[src/hw/umsrc_pkg.sv]
// Behaviour
// [RQ1] carrier-detect change since last status read sets its flag; interrupt when enabled.
// [RQ2] ring flag sets only on ring input low-to-high; interrupt when enabled.
// [RQ3] data-set-ready change since last status read sets its flag; interrupt when enabled.
// [RQ4] clear-to-send change since last status read sets its flag; interrupt when enabled.
// [RQ5] rs-485 direction drops after 0..15 bit times following the last stop bit.
// [RQ6] turn-around delay field is writable only while enhanced write enable is set.
// [RQ7] transmitter disable halts the shift register; queued and new bytes stay unsent.
// [RQ8] clearing transmitter disable resumes sending the queued bytes.
// [RQ9] send-immediate works only while the transmitter is enabled.
// [RQ10] receiver disable finishes a character in progress, then accepts no more.
// [RQ11] clearing receiver disable on an idle line receives the next character normally.
// [RQ12] receive fifo stays readable whether or not the receiver is disabled.
// [RQ13] tx disabled: mode 0 sends only a pending flow character, mode 1 keeps sending.
// [RQ14] rx disabled: mode 0 ignores everything, mode 1 still acts on flow characters.
// [RQ15] eight-bit read/write scratch register, all ones after reset.
// [RQ16] two bits pick a trigger table; tables 0..2 trip auto flow one level off.
// [RQ17] rs-485 direction control overrides automatic request-to-send flow control.
// [RQ18] modem control select bit picks rts or dtr pin as direction output.
// [RQ19] direction high when a byte loads, low after last stop bit leaves.
// [RQ20] tx interrupt on holding empty, or on shift register empty in rs-485 mode.
// [RQ21] flow character sent with empty tx fifo leaves the direction output unchanged.
// [RQ22] polarity bit selects active-high or inverted infrared receive data.
// [RQ23] enhanced write enable must be set to change write-side modem bits.
// [RQ24] status read clears all four change flags; interrupt drops when none remain.
package umsrc_pkg;

    // word-aligned byte offsets on the bus
    localparam logic [7:0] OFF_MODEM = 8'h00;
    localparam logic [7:0] OFF_SCRATCH = 8'h04;
    localparam logic [7:0] OFF_FEATURE = 8'h08;
    localparam logic [7:0] OFF_IER = 8'h0C;
    localparam logic [7:0] OFF_EFR = 8'h10;
    localparam logic [7:0] OFF_MCR = 8'h14;
    localparam logic [7:0] OFF_LINE_STATE = 8'h18;

    // line_direction_control fields
    localparam int LDC_DELAY_LSB = 4;
    localparam int LDC_TX_DIS = 3;
    localparam int LDC_RX_DIS = 2;
    localparam int LDC_TX_MODE = 1;
    localparam int LDC_RX_MODE = 0;
    // feature_control fields
    localparam int FCR_TABLE_LSB = 6;
    localparam int FCR_RS485 = 5;
    localparam int FCR_IR_INV = 4;
    localparam logic [1:0] TABLE_D = 2'h3;
    // other field positions
    localparam int IER_TX = 1;
    localparam int IER_MODEM = 3;
    localparam int EFR_WR_EN = 4;
    localparam int EFR_AUTO_RTS = 6;
    localparam int MCR_DTR = 0;
    localparam int MCR_RTS = 1;
    localparam int MCR_SEL_DTR = 2;
    localparam int MCR_SEND_NOW = 3;
    // synchroniser bit order
    localparam int PIN_CTS = 0;
    localparam int PIN_DSR = 1;
    localparam int PIN_RI = 2;
    localparam int PIN_CD = 3;
    localparam int PIN_IR = 4;

    localparam logic [7:0] SCRATCH_RST = 8'hFF;
    localparam logic [7:0] REG_ZERO = 8'h00;
    localparam logic [4:0] PINS_IDLE = 5'h1F;

    typedef enum logic [2:0] {
        DIR_IDLE = 3'b001,
        DIR_SEND = 3'b010,
        DIR_HOLD = 3'b100
    } umsrc_dir_t;

    typedef struct packed {
        logic fifo_empty;
        logic tsr_empty;
        logic data_load;
        logic stop_done;
        logic bit_tick;
        logic flow_pending;
    } umsrc_tx_t;

    typedef struct packed {
        logic busy;
        logic above_next;
        logic below_next;
        logic above_hyst;
        logic below_hyst;
    } umsrc_rx_t;

    typedef struct packed {
        logic tx_run;
        logic tx_flow_ok;
        logic send_now;
        logic rx_take_data;
        logic rx_take_flow;
        logic ir_rx_data;
        logic [1:0] trig_table;
        logic [3:0] hyst_sel;
        logic dir_active;
    } umsrc_ctl_t;

    typedef struct packed {
        logic [4:0] sync1;
        logic [4:0] sync2;
        logic [3:0] last;
        logic [3:0] delta;
        logic [7:0] ldc;
        logic [7:0] scratch;
        logic [7:0] feature_control;
        logic [7:0] interrupt_enable_reg;
        logic [7:0] enhanced_feature_reg;
        logic [7:0] modem_control_reg;
        umsrc_dir_t dir;
        logic [3:0] dcnt;
        logic flow_off;
        logic flow_grace;
        logic rx_grace;
        logic ack;
        logic [7:0] dat;
        logic rts_n;
        logic dtr_n;
        logic msi_irq;
        logic tx_irq;
        umsrc_ctl_t ctl;
    } umsrc_state_t;

endpackage

[src/hw/umsrc_top.sv]
`timescale 1ns/1ps
`default_nettype none
module umsrc_top import umsrc_pkg::*; (
    input wire logic sys_clk,
    input wire logic srst,
    input wire logic wb_cyc_i,
    input wire logic wb_stb_i,
    input wire logic wb_we_i,
    input wire logic [7:0] wb_adr_i,
    input wire logic [3:0] wb_sel_i,
    input wire logic [31:0] wb_dat_i,
    output logic [31:0] wb_dat_o,
    output logic wb_ack_o,
    input wire logic carrier_detect_n,
    input wire logic ring_indicator_n,
    input wire logic dsr_n,
    input wire logic cts_n,
    input wire logic ir_rx,
    output logic rts_n,
    output logic dtr_n,
    input wire umsrc_tx_t tx_stat,
    input wire umsrc_rx_t rx_stat,
    output umsrc_ctl_t ctl,
    output logic msi_irq,
    output logic tx_irq
);

    localparam umsrc_state_t STATE_RST = '{
        sync1: PINS_IDLE,
        sync2: PINS_IDLE,
        last: PINS_IDLE[3:0],
        delta: 4'h0,
        ldc: REG_ZERO,
        scratch: SCRATCH_RST,
        feature_control: REG_ZERO,
        interrupt_enable_reg: REG_ZERO,
        enhanced_feature_reg: REG_ZERO,
        modem_control_reg: REG_ZERO,
        dir: DIR_IDLE,
        dcnt: 4'h0,
        flow_off: 1'b0,
        flow_grace: 1'b0,
        rx_grace: 1'b0,
        ack: 1'b0,
        dat: REG_ZERO,
        rts_n: 1'b1,
        dtr_n: 1'b1,
        msi_irq: 1'b0,
        tx_irq: 1'b0,
        ctl: '0
    };

    umsrc_state_t s_reg;
    umsrc_state_t s_next;

    // bus decode; ack is registered so every access answers in one cycle
    logic bus_req;
    logic bus_wr;
    logic bus_rd;
    logic [7:0] word_off;
    assign bus_req = wb_cyc_i & wb_stb_i & ~s_reg.ack;
    assign bus_wr = bus_req & wb_we_i & wb_sel_i[0];
    assign bus_rd = bus_req & ~wb_we_i;
    assign word_off = {wb_adr_i[7:2], 2'b00};

    // modem change events from the synchronised pins
    logic [3:0] pin_event;
    assign pin_event[PIN_CTS] = s_reg.sync2[PIN_CTS] ^ s_reg.last[PIN_CTS]; // RQ4
    assign pin_event[PIN_DSR] = s_reg.sync2[PIN_DSR] ^ s_reg.last[PIN_DSR]; // RQ3
    assign pin_event[PIN_CD] = s_reg.sync2[PIN_CD] ^ s_reg.last[PIN_CD]; // RQ1
    // only the end of ringing counts, pin going back high
    assign pin_event[PIN_RI] = s_reg.sync2[PIN_RI] & ~s_reg.last[PIN_RI]; // RQ2

    logic status_read;
    assign status_read = bus_rd & (word_off == OFF_MODEM);

    logic tx_dis;
    logic rx_dis;
    logic rs485_on;
    logic sel_dtr;
    logic auto_rts;
    logic flow_above;
    logic flow_below;
    assign tx_dis = s_reg.ldc[LDC_TX_DIS];
    assign rx_dis = s_reg.ldc[LDC_RX_DIS];
    assign rs485_on = s_reg.feature_control[FCR_RS485];
    assign sel_dtr = s_reg.modem_control_reg[MCR_SEL_DTR];
    assign auto_rts = s_reg.enhanced_feature_reg[EFR_AUTO_RTS];
    // tables 0..2 use the next trigger level, table D the hysteresis field
    assign flow_above = (s_reg.feature_control[7:FCR_TABLE_LSB] == TABLE_D) ?
        rx_stat.above_hyst : rx_stat.above_next; // RQ16
    assign flow_below = (s_reg.feature_control[7:FCR_TABLE_LSB] == TABLE_D) ?
        rx_stat.below_hyst : rx_stat.below_next; // RQ16

    logic [7:0] rd_data;
    always_comb begin
        unique case (word_off)
            OFF_MODEM: rd_data = {~s_reg.sync2[3:0], s_reg.delta};
            OFF_SCRATCH: rd_data = s_reg.scratch;
            OFF_FEATURE: rd_data = s_reg.feature_control;
            OFF_IER: rd_data = s_reg.interrupt_enable_reg;
            OFF_EFR: rd_data = s_reg.enhanced_feature_reg;
            OFF_MCR: rd_data = s_reg.modem_control_reg;
            OFF_LINE_STATE: rd_data = {s_reg.ctl.dir_active, s_reg.rx_grace,
                s_reg.flow_grace, s_reg.flow_off, s_reg.dcnt};
            default: rd_data = REG_ZERO;
        endcase
    end

    always_comb begin
        s_next = s_reg;

        // two-stage synchroniser; only sync2 feeds logic
        s_next.sync1 = {ir_rx, carrier_detect_n, ring_indicator_n, dsr_n,
            cts_n};
        s_next.sync2 = s_reg.sync1;
        s_next.last = s_reg.sync2[3:0];

        // a change landing on the clearing read still sets its flag
        s_next.delta = (status_read ? 4'h0 : s_reg.delta) | pin_event; // RQ24
        s_next.msi_irq = s_reg.interrupt_enable_reg[IER_MODEM] & (|s_next.delta); // RQ1

        s_next.ack = bus_req;
        s_next.dat = bus_rd ? rd_data : REG_ZERO;
        s_next.ctl.send_now = 1'b0;

        if (bus_wr) begin
            unique case (word_off)
                OFF_MODEM: begin
                    // whole write side latched only under enhanced enable
                    if (s_reg.enhanced_feature_reg[EFR_WR_EN]) begin // RQ6 RQ23
                        s_next.ldc = wb_dat_i[7:0];
                    end
                end
                OFF_SCRATCH: s_next.scratch = wb_dat_i[7:0]; // RQ15
                OFF_FEATURE: s_next.feature_control = wb_dat_i[7:0];
                OFF_IER: s_next.interrupt_enable_reg = wb_dat_i[7:0];
                OFF_EFR: s_next.enhanced_feature_reg = wb_dat_i[7:0];
                OFF_MCR: begin
                    // send-now is self clearing, never stored
                    s_next.modem_control_reg = {wb_dat_i[7:4], 1'b0, wb_dat_i[2:0]};
                    s_next.ctl.send_now = wb_dat_i[MCR_SEND_NOW] &
                        ~tx_dis; // RQ9
                end
                default: ;
            endcase
        end

        // transmit side gating
        s_next.ctl.tx_run = ~tx_dis; // RQ7 RQ8
        // a flow char pending before the disable may still go out
        s_next.flow_grace = tx_stat.flow_pending &
            (s_reg.flow_grace | ~tx_dis); // RQ13
        s_next.ctl.tx_flow_ok = ~tx_dis | s_reg.ldc[LDC_TX_MODE] |
            s_next.flow_grace; // RQ13

        // receive side: a character under way when disabled is finished
        s_next.rx_grace = rx_stat.busy & (s_reg.rx_grace | ~rx_dis); // RQ10
        // re-enable takes effect at once; mid-character may load junk
        s_next.ctl.rx_take_data = ~rx_dis | s_next.rx_grace; // RQ10 RQ11
        s_next.ctl.rx_take_flow = s_next.ctl.rx_take_data |
            s_reg.ldc[LDC_RX_MODE]; // RQ14

        s_next.ctl.ir_rx_data = s_reg.sync2[PIN_IR] ^
            s_reg.feature_control[FCR_IR_INV]; // RQ22
        s_next.ctl.trig_table = s_reg.feature_control[7:FCR_TABLE_LSB]; // RQ16
        s_next.ctl.hyst_sel = s_reg.feature_control[3:0];

        // auto flow threshold tracking, set wins over release
        if (flow_above) begin // RQ16
            s_next.flow_off = 1'b1;
        end else if (flow_below) begin
            s_next.flow_off = 1'b0;
        end

        // rs-485 direction; flow-char loads are not data_load
        unique case (s_reg.dir)
            DIR_IDLE: begin
                if (rs485_on && tx_stat.data_load) begin // RQ19 RQ21
                    s_next.dir = DIR_SEND;
                end
            end
            DIR_SEND: begin
                if (!rs485_on) begin
                    s_next.dir = DIR_IDLE;
                end else if (tx_stat.stop_done && tx_stat.fifo_empty &&
                        !tx_stat.data_load) begin // RQ19
                    if (s_reg.ldc[7:LDC_DELAY_LSB] == 4'h0) begin // RQ5
                        s_next.dir = DIR_IDLE;
                    end else begin
                        s_next.dir = DIR_HOLD;
                        s_next.dcnt = s_reg.ldc[7:LDC_DELAY_LSB]; // RQ5
                    end
                end
            end
            DIR_HOLD: begin
                if (!rs485_on) begin
                    s_next.dir = DIR_IDLE;
                end else if (tx_stat.data_load) begin
                    s_next.dir = DIR_SEND;
                end else if (tx_stat.bit_tick) begin
                    s_next.dcnt = s_reg.dcnt - 4'h1; // RQ5
                    if (s_reg.dcnt == 4'h1) begin
                        s_next.dir = DIR_IDLE;
                    end
                end
            end
            default: s_next.dir = DIR_IDLE;
        endcase
        if (s_next.dir == DIR_IDLE) begin
            s_next.dcnt = 4'h0;
        end
        s_next.ctl.dir_active = (s_next.dir != DIR_IDLE);

        // pin drive: rs-485 owns the selected pin, auto flow is ignored
        if (s_reg.feature_control[FCR_RS485]) begin // RQ17
            if (sel_dtr) begin // RQ18
                s_next.dtr_n = s_next.ctl.dir_active;
                s_next.rts_n = ~s_reg.modem_control_reg[MCR_RTS];
            end else begin
                s_next.rts_n = s_next.ctl.dir_active;
                s_next.dtr_n = ~s_reg.modem_control_reg[MCR_DTR];
            end
        end else begin
            s_next.rts_n = ~s_reg.modem_control_reg[MCR_RTS] |
                (auto_rts & ~sel_dtr & s_next.flow_off);
            s_next.dtr_n = ~s_reg.modem_control_reg[MCR_DTR] |
                (auto_rts & sel_dtr & s_next.flow_off);
        end

        // rs-485 waits for the shift register too, so the line is idle
        s_next.tx_irq = s_reg.interrupt_enable_reg[IER_TX] & tx_stat.fifo_empty &
            (~rs485_on | tx_stat.tsr_empty); // RQ20
    end

    always_ff @(posedge sys_clk) begin
        if (srst) begin
            s_reg <= STATE_RST;
        end else begin
            s_reg <= s_next;
        end
    end

    // receive fifo reads bypass this block entirely // RQ12
    assign wb_ack_o = s_reg.ack;
    assign wb_dat_o = {24'h000000, s_reg.dat};
    assign rts_n = s_reg.rts_n;
    assign dtr_n = s_reg.dtr_n;
    assign ctl = s_reg.ctl;
    assign msi_irq = s_reg.msi_irq;
    assign tx_irq = s_reg.tx_irq;

endmodule // umsrc_top
`default_nettype wire

[config.mk]
export PLATFORM = sky130hd
export DESIGN_NAME = umsrc_top
export DESIGN_NICKNAME = d
export VERILOG_FILES = /design/src/hw/umsrc_pkg.sv /design/src/hw/umsrc_top.sv
export SDC_FILE = /design/constraint.sdc
export NUM_CORES = 1
export LEC_CHECK = 0
export BUFFER_PORTS_ARGS = -buffer_cell sky130_fd_sc_hd__buf_2
export CAP_MARGIN = 20
export CELL_PAD_IN_SITES_DETAIL_PLACEMENT = 0
export CELL_PAD_IN_SITES_GLOBAL_PLACEMENT = 2
export CORE_AREA = 2 2 92 161
export CTS_BUF_LIST = sky130_fd_sc_hd__clkbuf_8
export DETAILED_ROUTE_END_ITERATION = 10
export DIE_AREA = 0 0 94 163
export PLACE_DENSITY = 0.77
export SETUP_SLACK_MARGIN = 0.1
export SLEW_MARGIN = 40
export SYNTH_ARGS = -nofsm -noshare
export SYNTH_HDL_FRONTEND = slang
export SYNTH_SLANG_ARGS = --single-unit
[constraint.sdc]
create_clock -name sys_clk -period 2.6 [get_ports sys_clk]
set_input_delay 0.39 -clock sys_clk [delete_from_list [all_inputs] [get_ports sys_clk]]
set_output_delay 0.39 -clock sys_clk [all_outputs]
set_load 0.005 [all_outputs]
==> results of run 1 <==
[final cells by class]
cell class	instances	area (um^2)	area share, %
Multi-Input combinational cell	320	2170	42.9
Sequential cell	101	2020	39.9
Timing Repair Buffer	78	433	8.54
Tap cell	180	225	4.44
Clock buffer	9	124	2.44
Clock inverter	7	62.6	1.23
Inverter	8	30.0	0.592
[cell usage in the layout (no fill, tap or decap), types with 3 or more instances in the layout]
| cell | Yosys | layout |
|---|---|---|
| a21oi_1 | 20 | 20 |
| xnor2_1 | 5 | 5 |
| clkbuf_8 | 0 | 9 |
| nor3b_1 | 6 | 6 |
| dfxtp_1 | 101 | 101 |
| inv_6 | 0 | 4 |
| nand2b_1 | 5 | 5 |
| inv_1 | 8 | 8 |
| buf_4 | 45 | 17 |
| a221oi_1 | 4 | 4 |
| nor3_1 | 9 | 9 |
| a22oi_1 | 8 | 8 |
| nor2_1 | 48 | 48 |
| conb_1 | 1 | 24 |
| buf_2 | 0 | 61 |
| a2111oi_0 | 3 | 3 |
| nand3b_1 | 3 | 3 |
| and3_1 | 8 | 8 |
| nand2_1 | 26 | 26 |
| nor4_4 | 6 | 6 |
| or2_2 | 21 | 21 |
| o21ai_0 | 4 | 4 |
| nor2b_1 | 9 | 9 |
| a31oi_1 | 4 | 4 |
| o2bb2ai_1 | 10 | 10 |
| and2_1 | 5 | 5 |
| mux2i_1 | 59 | 59 |
[metal layers]
metal / track usage [%] / up-vias / share of wire, %
met5: 0 / - / 0
met2: 29.6 / 85 / 55
met4: 6.72 / 0 / 2.4
met1: 17.9 / 1571 / 39
met3: 2.59 / 17 / 3.5
li1: - / 1672 / -
[stage by stage]
step / utilization (%) / std cells / worst slack, ns
after floorplan: - / 494 / 0.516
after global placement: 34.5 / 687 / 0.307
after detailed placement: 34.5 / 687 / 0.311
after CTS: 35.8 / 703 / 0.469
after global routing: 35.8 / 703 / 0.108
final: 35.8 / 703 / 0.470
[logic make-up (layout without fill, tap and decap cells)]
group,count (synthesis),after routing
AND/OR/NAND/NOR,165,165
flip-flops,101,101
buffers and inverters,73,102
AO/OA/AOI/OAI,63,63
multiplexers,59,59
XOR/XNOR,7,7
adder cells (fa/ha/maj),2,2
other,1,24
[power by group through the flow]
| stage | clock network [mW] | logic, mW | registers (mW) |
|---|---|---|---|
| 2_1_floorplan | 0 | 0.140 | 1.61 |
| 5_1_grt | 1.07 | 0.211 | 1.58 |
| 6_report | 0.975 | 0.193 | 1.58 |
| 4_1_cts | 1.01 | 0.195 | 1.58 |
| 3_3_place_gp | 0 | 0.193 | 1.61 |
| 3_5_place_dp | 0 | 0.194 | 1.61 |
[worst max-delay path, delay by kind of cell, from the launching register on]
| kind | cells | cell delay (ns) |
|---|---|---|
| AO/OA/AOI/OAI | 1 | 0.40 |
| flip-flops | 1 | 0.45 |
| AND/OR/NAND/NOR | 3 | 1.17 |
[worst max path at each step]
stage                                  end  cells past startpoint
detailed placement      msi_irq$_SDFF_PP0_                      5
finish              s_reg[29]$_SDFFE_PP0P_                      4
global placement        msi_irq$_SDFF_PP0_                      5
floorplan               msi_irq$_SDFF_PP0_                      5
global route        s_reg[32]$_SDFFE_PP0P_                      4
CTS                 s_reg[29]$_SDFFE_PP0P_                      4
==> summary.md, run 1 <==
| Metric | Value |
|---|---|
| Status | `finished clean` |
| Compound-gate portion of the synthesized area | `9.44%` |
| Clk buf depth | `2` |
| Crit. Startpoint | `s_reg[34]$_SDFF_PP0_` |
| Detailed Routing Iterations Pass 1 | `4` |
| Sequential-to-total area share from yosys stat | `44.4%` |
| Int Pwr | `2.01 mW` |
| Post-DP HPWL | `8770 um` |
| Residual DRC | `0` |
| Starting Density | `32.2%` |
| Largest family of logic cells by synthesized area | `simple AND/OR/NAND/NOR gates` |
| Worst-Margin Slew | `0.665 ns` |
| CORE AREA | `between 0.01 and 0.015 mm^2` |
| Avg Synthesized Cell Area | `9.68 um^2` |
| CP peak stage delay | `0.55 ns` |
| GPL Wtd Cong | `0.880` |
| Hold Crit Class | `in -> reg` |
| Max_slew headroom | `between 50% and 60%` |
| Top_reg_cell synth | `dfxtp_1` |
| Iter 0 DRT Violations | `133` |
| Net Sw Frac | `26.9%` |
| Clk sinks | `101` |
| Final Cell Area | `0.00507 mm^2` |
| Switching power | `0.740 mW` |
| Worst hold path depth | `2` |
| Cts hold-fix bufs | `0` |
| Crit path launch type | `flip-flop` |
| Initial antenna violation count | `0` |
| CTS tree | `done` |
| Vias per cell | `4.76` |
| Post-route ant nets | `0` |
| Nets@finish | `a little under 600` |
| Commonest cells in the netlist | `dfxtp_1 (101), mux2i_1 (59), nor2_1 (48)` |
| Final Skew | `about 0.013 ns` |
| GRT overflow | `0` |
| Worst R2R Path Depth | `4` |
| Syn. warnings | `0` |
| Setup slack, reg-to-reg | `between 0.4 and 0.5 ns` |
| Synth cell types | `50` |
| Root Driver | `clkbuf_8` |
| Post-synthesis adder-cell area fraction | `0.549%` |
| Min-delay src | `dsr_n` |
| Die area | `0.0153 mm^2` |
| # diodes | `0` |
| Slowest CP cell | `nor4b_2` |
| Final hold slack | `0.181 ns` |
| Worst VDD drop | `0.221 mV` |
| Final Critical Period | `around 2.1 ns` |
| Die X | `between 90 and 100 um` |
| R2r endpoint | `s_reg[29]$_SDFFE_PP0P_` |
| Post-Synth XOR/XNOR Area | `1.35%` |
| Crit path cell chain | `or3b_2 -> nor4b_2 -> nor3_1 -> a2111oi_0` |
| Clock share of power | `35.5%` |
| Flops & latches, synth | `between 100 and 150` |
| Largest net degree at the start of global routing | `51` |
| Crit path arrival time | `2.39 ns` |
| Max cap viols | `0` |
| Setup Buffers After CTS | `0` |
| Asr flop ratio synth | `0%` |
| Die height | `163 um` |
| Fillers | `between 1,500 and 2,000` |
| Number of CTS-inserted buffers | `9` |
| RR Startpoint | `s_reg[34]$_SDFF_PP0_` |
| First-pass GRT wire length | `18,400 um` |
| Power Total | `around 2.7 mW` |
| Endpoint class of the critical path | `flip-flop` |
| Placement Cell Area | `0.00488 mm^2` |
| WHS Endpoint | `s_next[93]$_SDFF_PP1_` |
| Max-slew violations | `0` |
| P_leak | `1.92 nW` |
| Proportion of synthesized area in mux cells | `13.0%` |
| Yosys top cell by area | `dfxtp_1` |
| Vias in the first global route | `3,353` |
| Simple logic cell fraction of the synthesized area | `21.4%` |
| IO Count | `115` |
| Post-synth EDFFs | `0` |
| Area Overhead vs Synth | `11.2%` |
| Seq pwr share | `57.5%` |
| Endpoints failing setup | `0` |
| Worst-Skew Late Latency | `roughly 0.38 ns` |
| Gr usage total | `approximately 16%` |
| Count leader, synth | `dfxtp_1` |
| RSZ-0062 raised after global routing | `no` |
| Proportion of layout cells with a drive suffix above 1 | `24.5%` |
| Post-synth top area share | `44.4%` |
| Final Hold Fails | `0` |
| WS Path Type | `reg -> reg` |
| Syn Std Cell Area | `0.00456 mm^2` |
| I/O Buffers | `61` |
| Vias after detailed routing | `3,345` |
| Final setup TNS | `0 ns` |
| Comb pwr share | `7.0%` |
| WL final | `11,800 um` |
| Site row count | `58` |
| Achievable frequency | `approximately 470 MHz` |
| H-Tree Depth | `3` |
| Cells after Synth | `471` |
| Crit share post-route | `slightly above 80%` |
| Synth top area cells | `dfxtp_1 (44%), mux2i_1 (13%), buf_4 (7.4%), nor2_1 (4.0%), or2_2 (2.9%)` |
| Worst EP required | `2.86 ns` |
| Routed len/inst | `16.7 um` |
| Crit path max fanout | `7` |
| Clock slew at reported path FFs | `approximately 0.11 ns` |
| Cell area power density | `542 mW/mm^2` |
| Post-cts sizing count | `0` |
| Max reg flops | `57` |
Note: power is estimated with default switching activity, not from simulation.
==> run 2: changes to the inputs <==
--- a/config.mk
+++ b/config.mk
@@ -9,11 +9,11 @@
 export CAP_MARGIN = 20
 export CELL_PAD_IN_SITES_DETAIL_PLACEMENT = 0
 export CELL_PAD_IN_SITES_GLOBAL_PLACEMENT = 2
-export CORE_AREA = 2 2 92 161
+export CORE_AREA = 2 2 97 169
 export CTS_BUF_LIST = sky130_fd_sc_hd__clkbuf_8
 export DETAILED_ROUTE_END_ITERATION = 10
-export DIE_AREA = 0 0 94 163
-export PLACE_DENSITY = 0.77
+export DIE_AREA = 0 0 99 171
+export PLACE_DENSITY = 0.73
 export SETUP_SLACK_MARGIN = 0.1
 export SLEW_MARGIN = 40
 export SYNTH_ARGS = -nofsm -noshare
==> constraint.sdc (replaced) <==
create_clock -name sys_clk -period 1.84 [get_ports sys_clk]
set_input_delay 0.276 -clock sys_clk [delete_from_list [all_inputs] [get_ports sys_clk]]
set_output_delay 0.276 -clock sys_clk [all_outputs]
set_load 0.005 [all_outputs]
==> run 2 against run 1 <==
  * Power increased by 47%
  * First-iteration DRC count rose by 8.3%
  * Sequential cell count is the same
  * Global-route usage shrank 1.2 points
  * Sequential power up 41%
  * Wire length increased by 4.9%
  * Fmax increased by 26%
  * Sequential share of layout area down 2.9 points
  * Critical path depth rose by 3
  * Hold slack got worse by 0.11 ns
  * Cell count grew 4.1%
  * Combinational power increased by 51%
==> summary.md, run 2 (synthesis results as in run 1) <==
| Metric | Value |
|---|---|
| Commonest non-fill, non-tap cells in the layout | `dfxtp_1 (98), buf_2 (61), mux2i_1 (59), nor2_1 (48), buf_4 (30)` |
| Cts hold-fix bufs | `0 (unchanged)` |
| WL final | `12,300 um (+4.9%)` |
| CP peak stage delay | `0.33 ns (-0.22 ns)` |
| Achievable frequency | `589 MHz (+26%)` |
| Proportion of layout cells with a drive suffix above 1 | `30.6% (+6.1 points)` |
| Setup slack, reg-to-reg | `0.14 ns (-0.33 ns)` |
| Residual DRC | `0 (unchanged)` |
| Cell area power density | `738 mW/mm^2 (+36%)` |
| # placed instances | `715 (+4.1%)` |
| Max reg flops | `57 (unchanged)` |
| Crit share post-route | `92.2% (+10 points)` |
| Worst EP required | `2.12 ns (-0.74 ns)` |
| R2r endpoint | `s_reg[29]$_SDFFE_PP0P_` |
| Final Hold Fails | `0 (unchanged)` |
| Crit path max fanout | `4 (-3)` |
| Status | `finished clean` |
| Vias after detailed routing | `3,445 (+3.0%)` |
| Clk buf depth | `2 (unchanged)` |
| Hold Crit Class | `in -> reg` |
| First-pass GRT wire length | `19,300 um (+5.1%)` |
| Final Non-Filler Cells | `732 (+4.1%)` |
| Site row count | `61 (+5.2%)` |
| H-Tree Depth | `3 (unchanged)` |
| CORE AREA | `0.0156 mm^2 (+11%)` |
| Worst VDD drop | `0.266 mV (+20%)` |
| Pre-CTS setup slack | `-0.187 ns (-0.498 ns)` |
| Min-delay src | `ir_rx` |
| Endpoints failing setup | `0 (unchanged)` |
| GPL Wtd Cong | `0.842 (-4.2%)` |
| Endpoint class of the critical path | `flip-flop` |
| Clock slew at reported path FFs | `0.10 ns (about the same)` |
| WHS Endpoint | `s_next[96]$_SDFF_PP1_` |
| Max-slew violations | `0 (unchanged)` |
| Routed len/inst | `16.9 um (+0.79%)` |
| Clk sinks | `101 (unchanged)` |
| IO Count | `115 (unchanged)` |
| Nets@finish | `605 (+3.4%)` |
| Initial antenna violation count | `0 (unchanged)` |
| Detailed Routing Iterations Pass 1 | `4 (unchanged)` |
| Post-DP HPWL | `9330 um (+6.3%)` |
| Worst hold path depth | `2 (unchanged)` |
| Root Driver | `clkbuf_8` |
| Vias in the first global route | `3,523 (+5.1%)` |
| Setup ws final | `0.144 ns (-0.327 ns)` |
| WS Path Type | `reg -> reg` |
| P_leak | `2.10 nW (+9.5%)` |
| Largest net degree at the start of global routing | `31 (-39%)` |
| Area Overhead vs Synth | `20.2%` |
| CTS tree | `done` |
| GRT overflow | `0 (unchanged)` |
| RR Startpoint | `s_reg[30]$_SDFFE_PP0P_` |
| Slowest CP cell | `dfxtp_2` |
| Worst R2R Path Depth | `7 (+3)` |
| Final Skew | `0.0102 ns (-0.00237 ns)` |
| Post-route ant nets | `0 (unchanged)` |
| I/O Buffers | `61 (unchanged)` |
| Starting Density | `29.1% (-3.1 points)` |
| Iter 0 DRT Violations | `144 (+8.3%)` |
| Most common cell after layout, fill and taps aside | `dfxtp_1` |
| RSZ-0062 raised after global routing | `yes` |
| Die height | `171 um (+4.9%)` |
| Crit path cell chain | `inv_1 -> ha_1 -> nor4bb_4 -> o21bai_1 -> a22oi_2 -> buf_6 -> a2111oi_4` |
| Final Critical Period | `1.70 ns (-0.433 ns)` |
| Number of CTS-inserted buffers | `9 (unchanged)` |
| Crit path launch type | `flip-flop` |
| Max cap viols | `0 (unchanged)` |
| Worst-Skew Late Latency | `0.38 ns (about the same)` |
| # diodes | `0 (unchanged)` |
| Crit path arrival time | `1.98 ns (-0.41 ns)` |
| Die area | `0.0169 mm^2 (+10%)` |
| Gr usage total | `14.9% (-1.2 points)` |
| Die X | `99 um (+5.3%)` |
| Vias per cell | `4.71 (-1.1%)` |
run 2: cell types whose count changed in the layout (fill, tap and decap cells not counted), sizes merged:
cell	previous run	this run
inv	13	12
buf	78	98
clkinv	1	2
bufinv	0	1
clkinvlp	1	0
run 2: layout make-up:
| cell class | instances | area, um^2 |
|---|---|---|
| fill | 1622 | 10200 |
| timing repair buffer | 98 | 662 |
| inverter | 8 | 30.0 |
| clock buffer | 9 | 124 |
| tap | 189 | 236 |
| clock inverter | 7 | 92.6 |
| multi-input combinational | 320 | 2310 |
| sequential | 101 | 2030 |
run 2: timing repair:
action	CTS	global route
gates resized for setup	6	21
pin swaps	3	7
endpoints found under the setup margin	8	13
setup buffers	1	0
endpoints found under the hold margin	0	0
run 2: worst max path at each step:
| stage | start | to | slack [ns] | depth (start not counted) |
|---|---|---|---|---|
| 3_3_place_gp | wb_adr_i[5] | msi_irq$_SDFF_PP0_ | -0.06 | 5 |
| 3_5_place_dp | s_reg[34]$_SDFF_PP0_ | s_reg[32]$_SDFFE_PP0P_ | -0.19 | 5 |
| 6_report | s_reg[30]$_SDFFE_PP0P_ | s_reg[29]$_SDFFE_PP0P_ | 0.14 | 7 |
| 5_1_grt | s_reg[30]$_SDFFE_PP0P_ | s_reg[29]$_SDFFE_PP0P_ | 0.003 | 7 |
| 2_1_floorplan | wb_adr_i[5] | s_reg[44]$_SDFFE_PP0P_ | 0.02 | 4 |
| 4_1_cts | s_reg[30]$_SDFFE_PP0P_ | s_reg[32]$_SDFFE_PP0P_ | 0.09 | 7 |
run 2: stage by stage:
step                      area (um^2)  hold WS [ns]  total power, mW  util, %  setup TNS, ns
after global routing             5480        0.0609             4.22     35.0              0
final                            5480        0.0735             4.05     35.0              0
after global placement           5130         0.393             2.57     32.8         -0.462
after floorplan                  4670         0.380             2.48        -              0
after detailed placement         5130         0.395             2.57     32.8         -0.850
after CTS                        5380        0.0580             4.10     34.4              0
run 2: metal layers:
metal,vias to the layer above,wire length [um],GRT usage (%)
li1,1704,-,-
met1,1634,4870,16.7
met2,89,6570,27.1
met3,18,457,2.29
met4,0,433,7.09
met5,-,0,0
run 2: worst max-delay path: cells and delay by family, from the launching register on:
| family | cells | cell delay, ns |
|---|---|---|
| AOI/OAI and AO/OA | 3 | 0.71 |
| DFF | 1 | 0.33 |
| buffers and inverters | 2 | 0.21 |
| adders and majority gates | 1 | 0.18 |
| and+or+nand+nor | 1 | 0.17 |
run 2: power breakdown:
group          internal [mW]  switching, mW
registers               2.21         0.0160
logic                  0.108          0.184
clock network          0.667          0.857
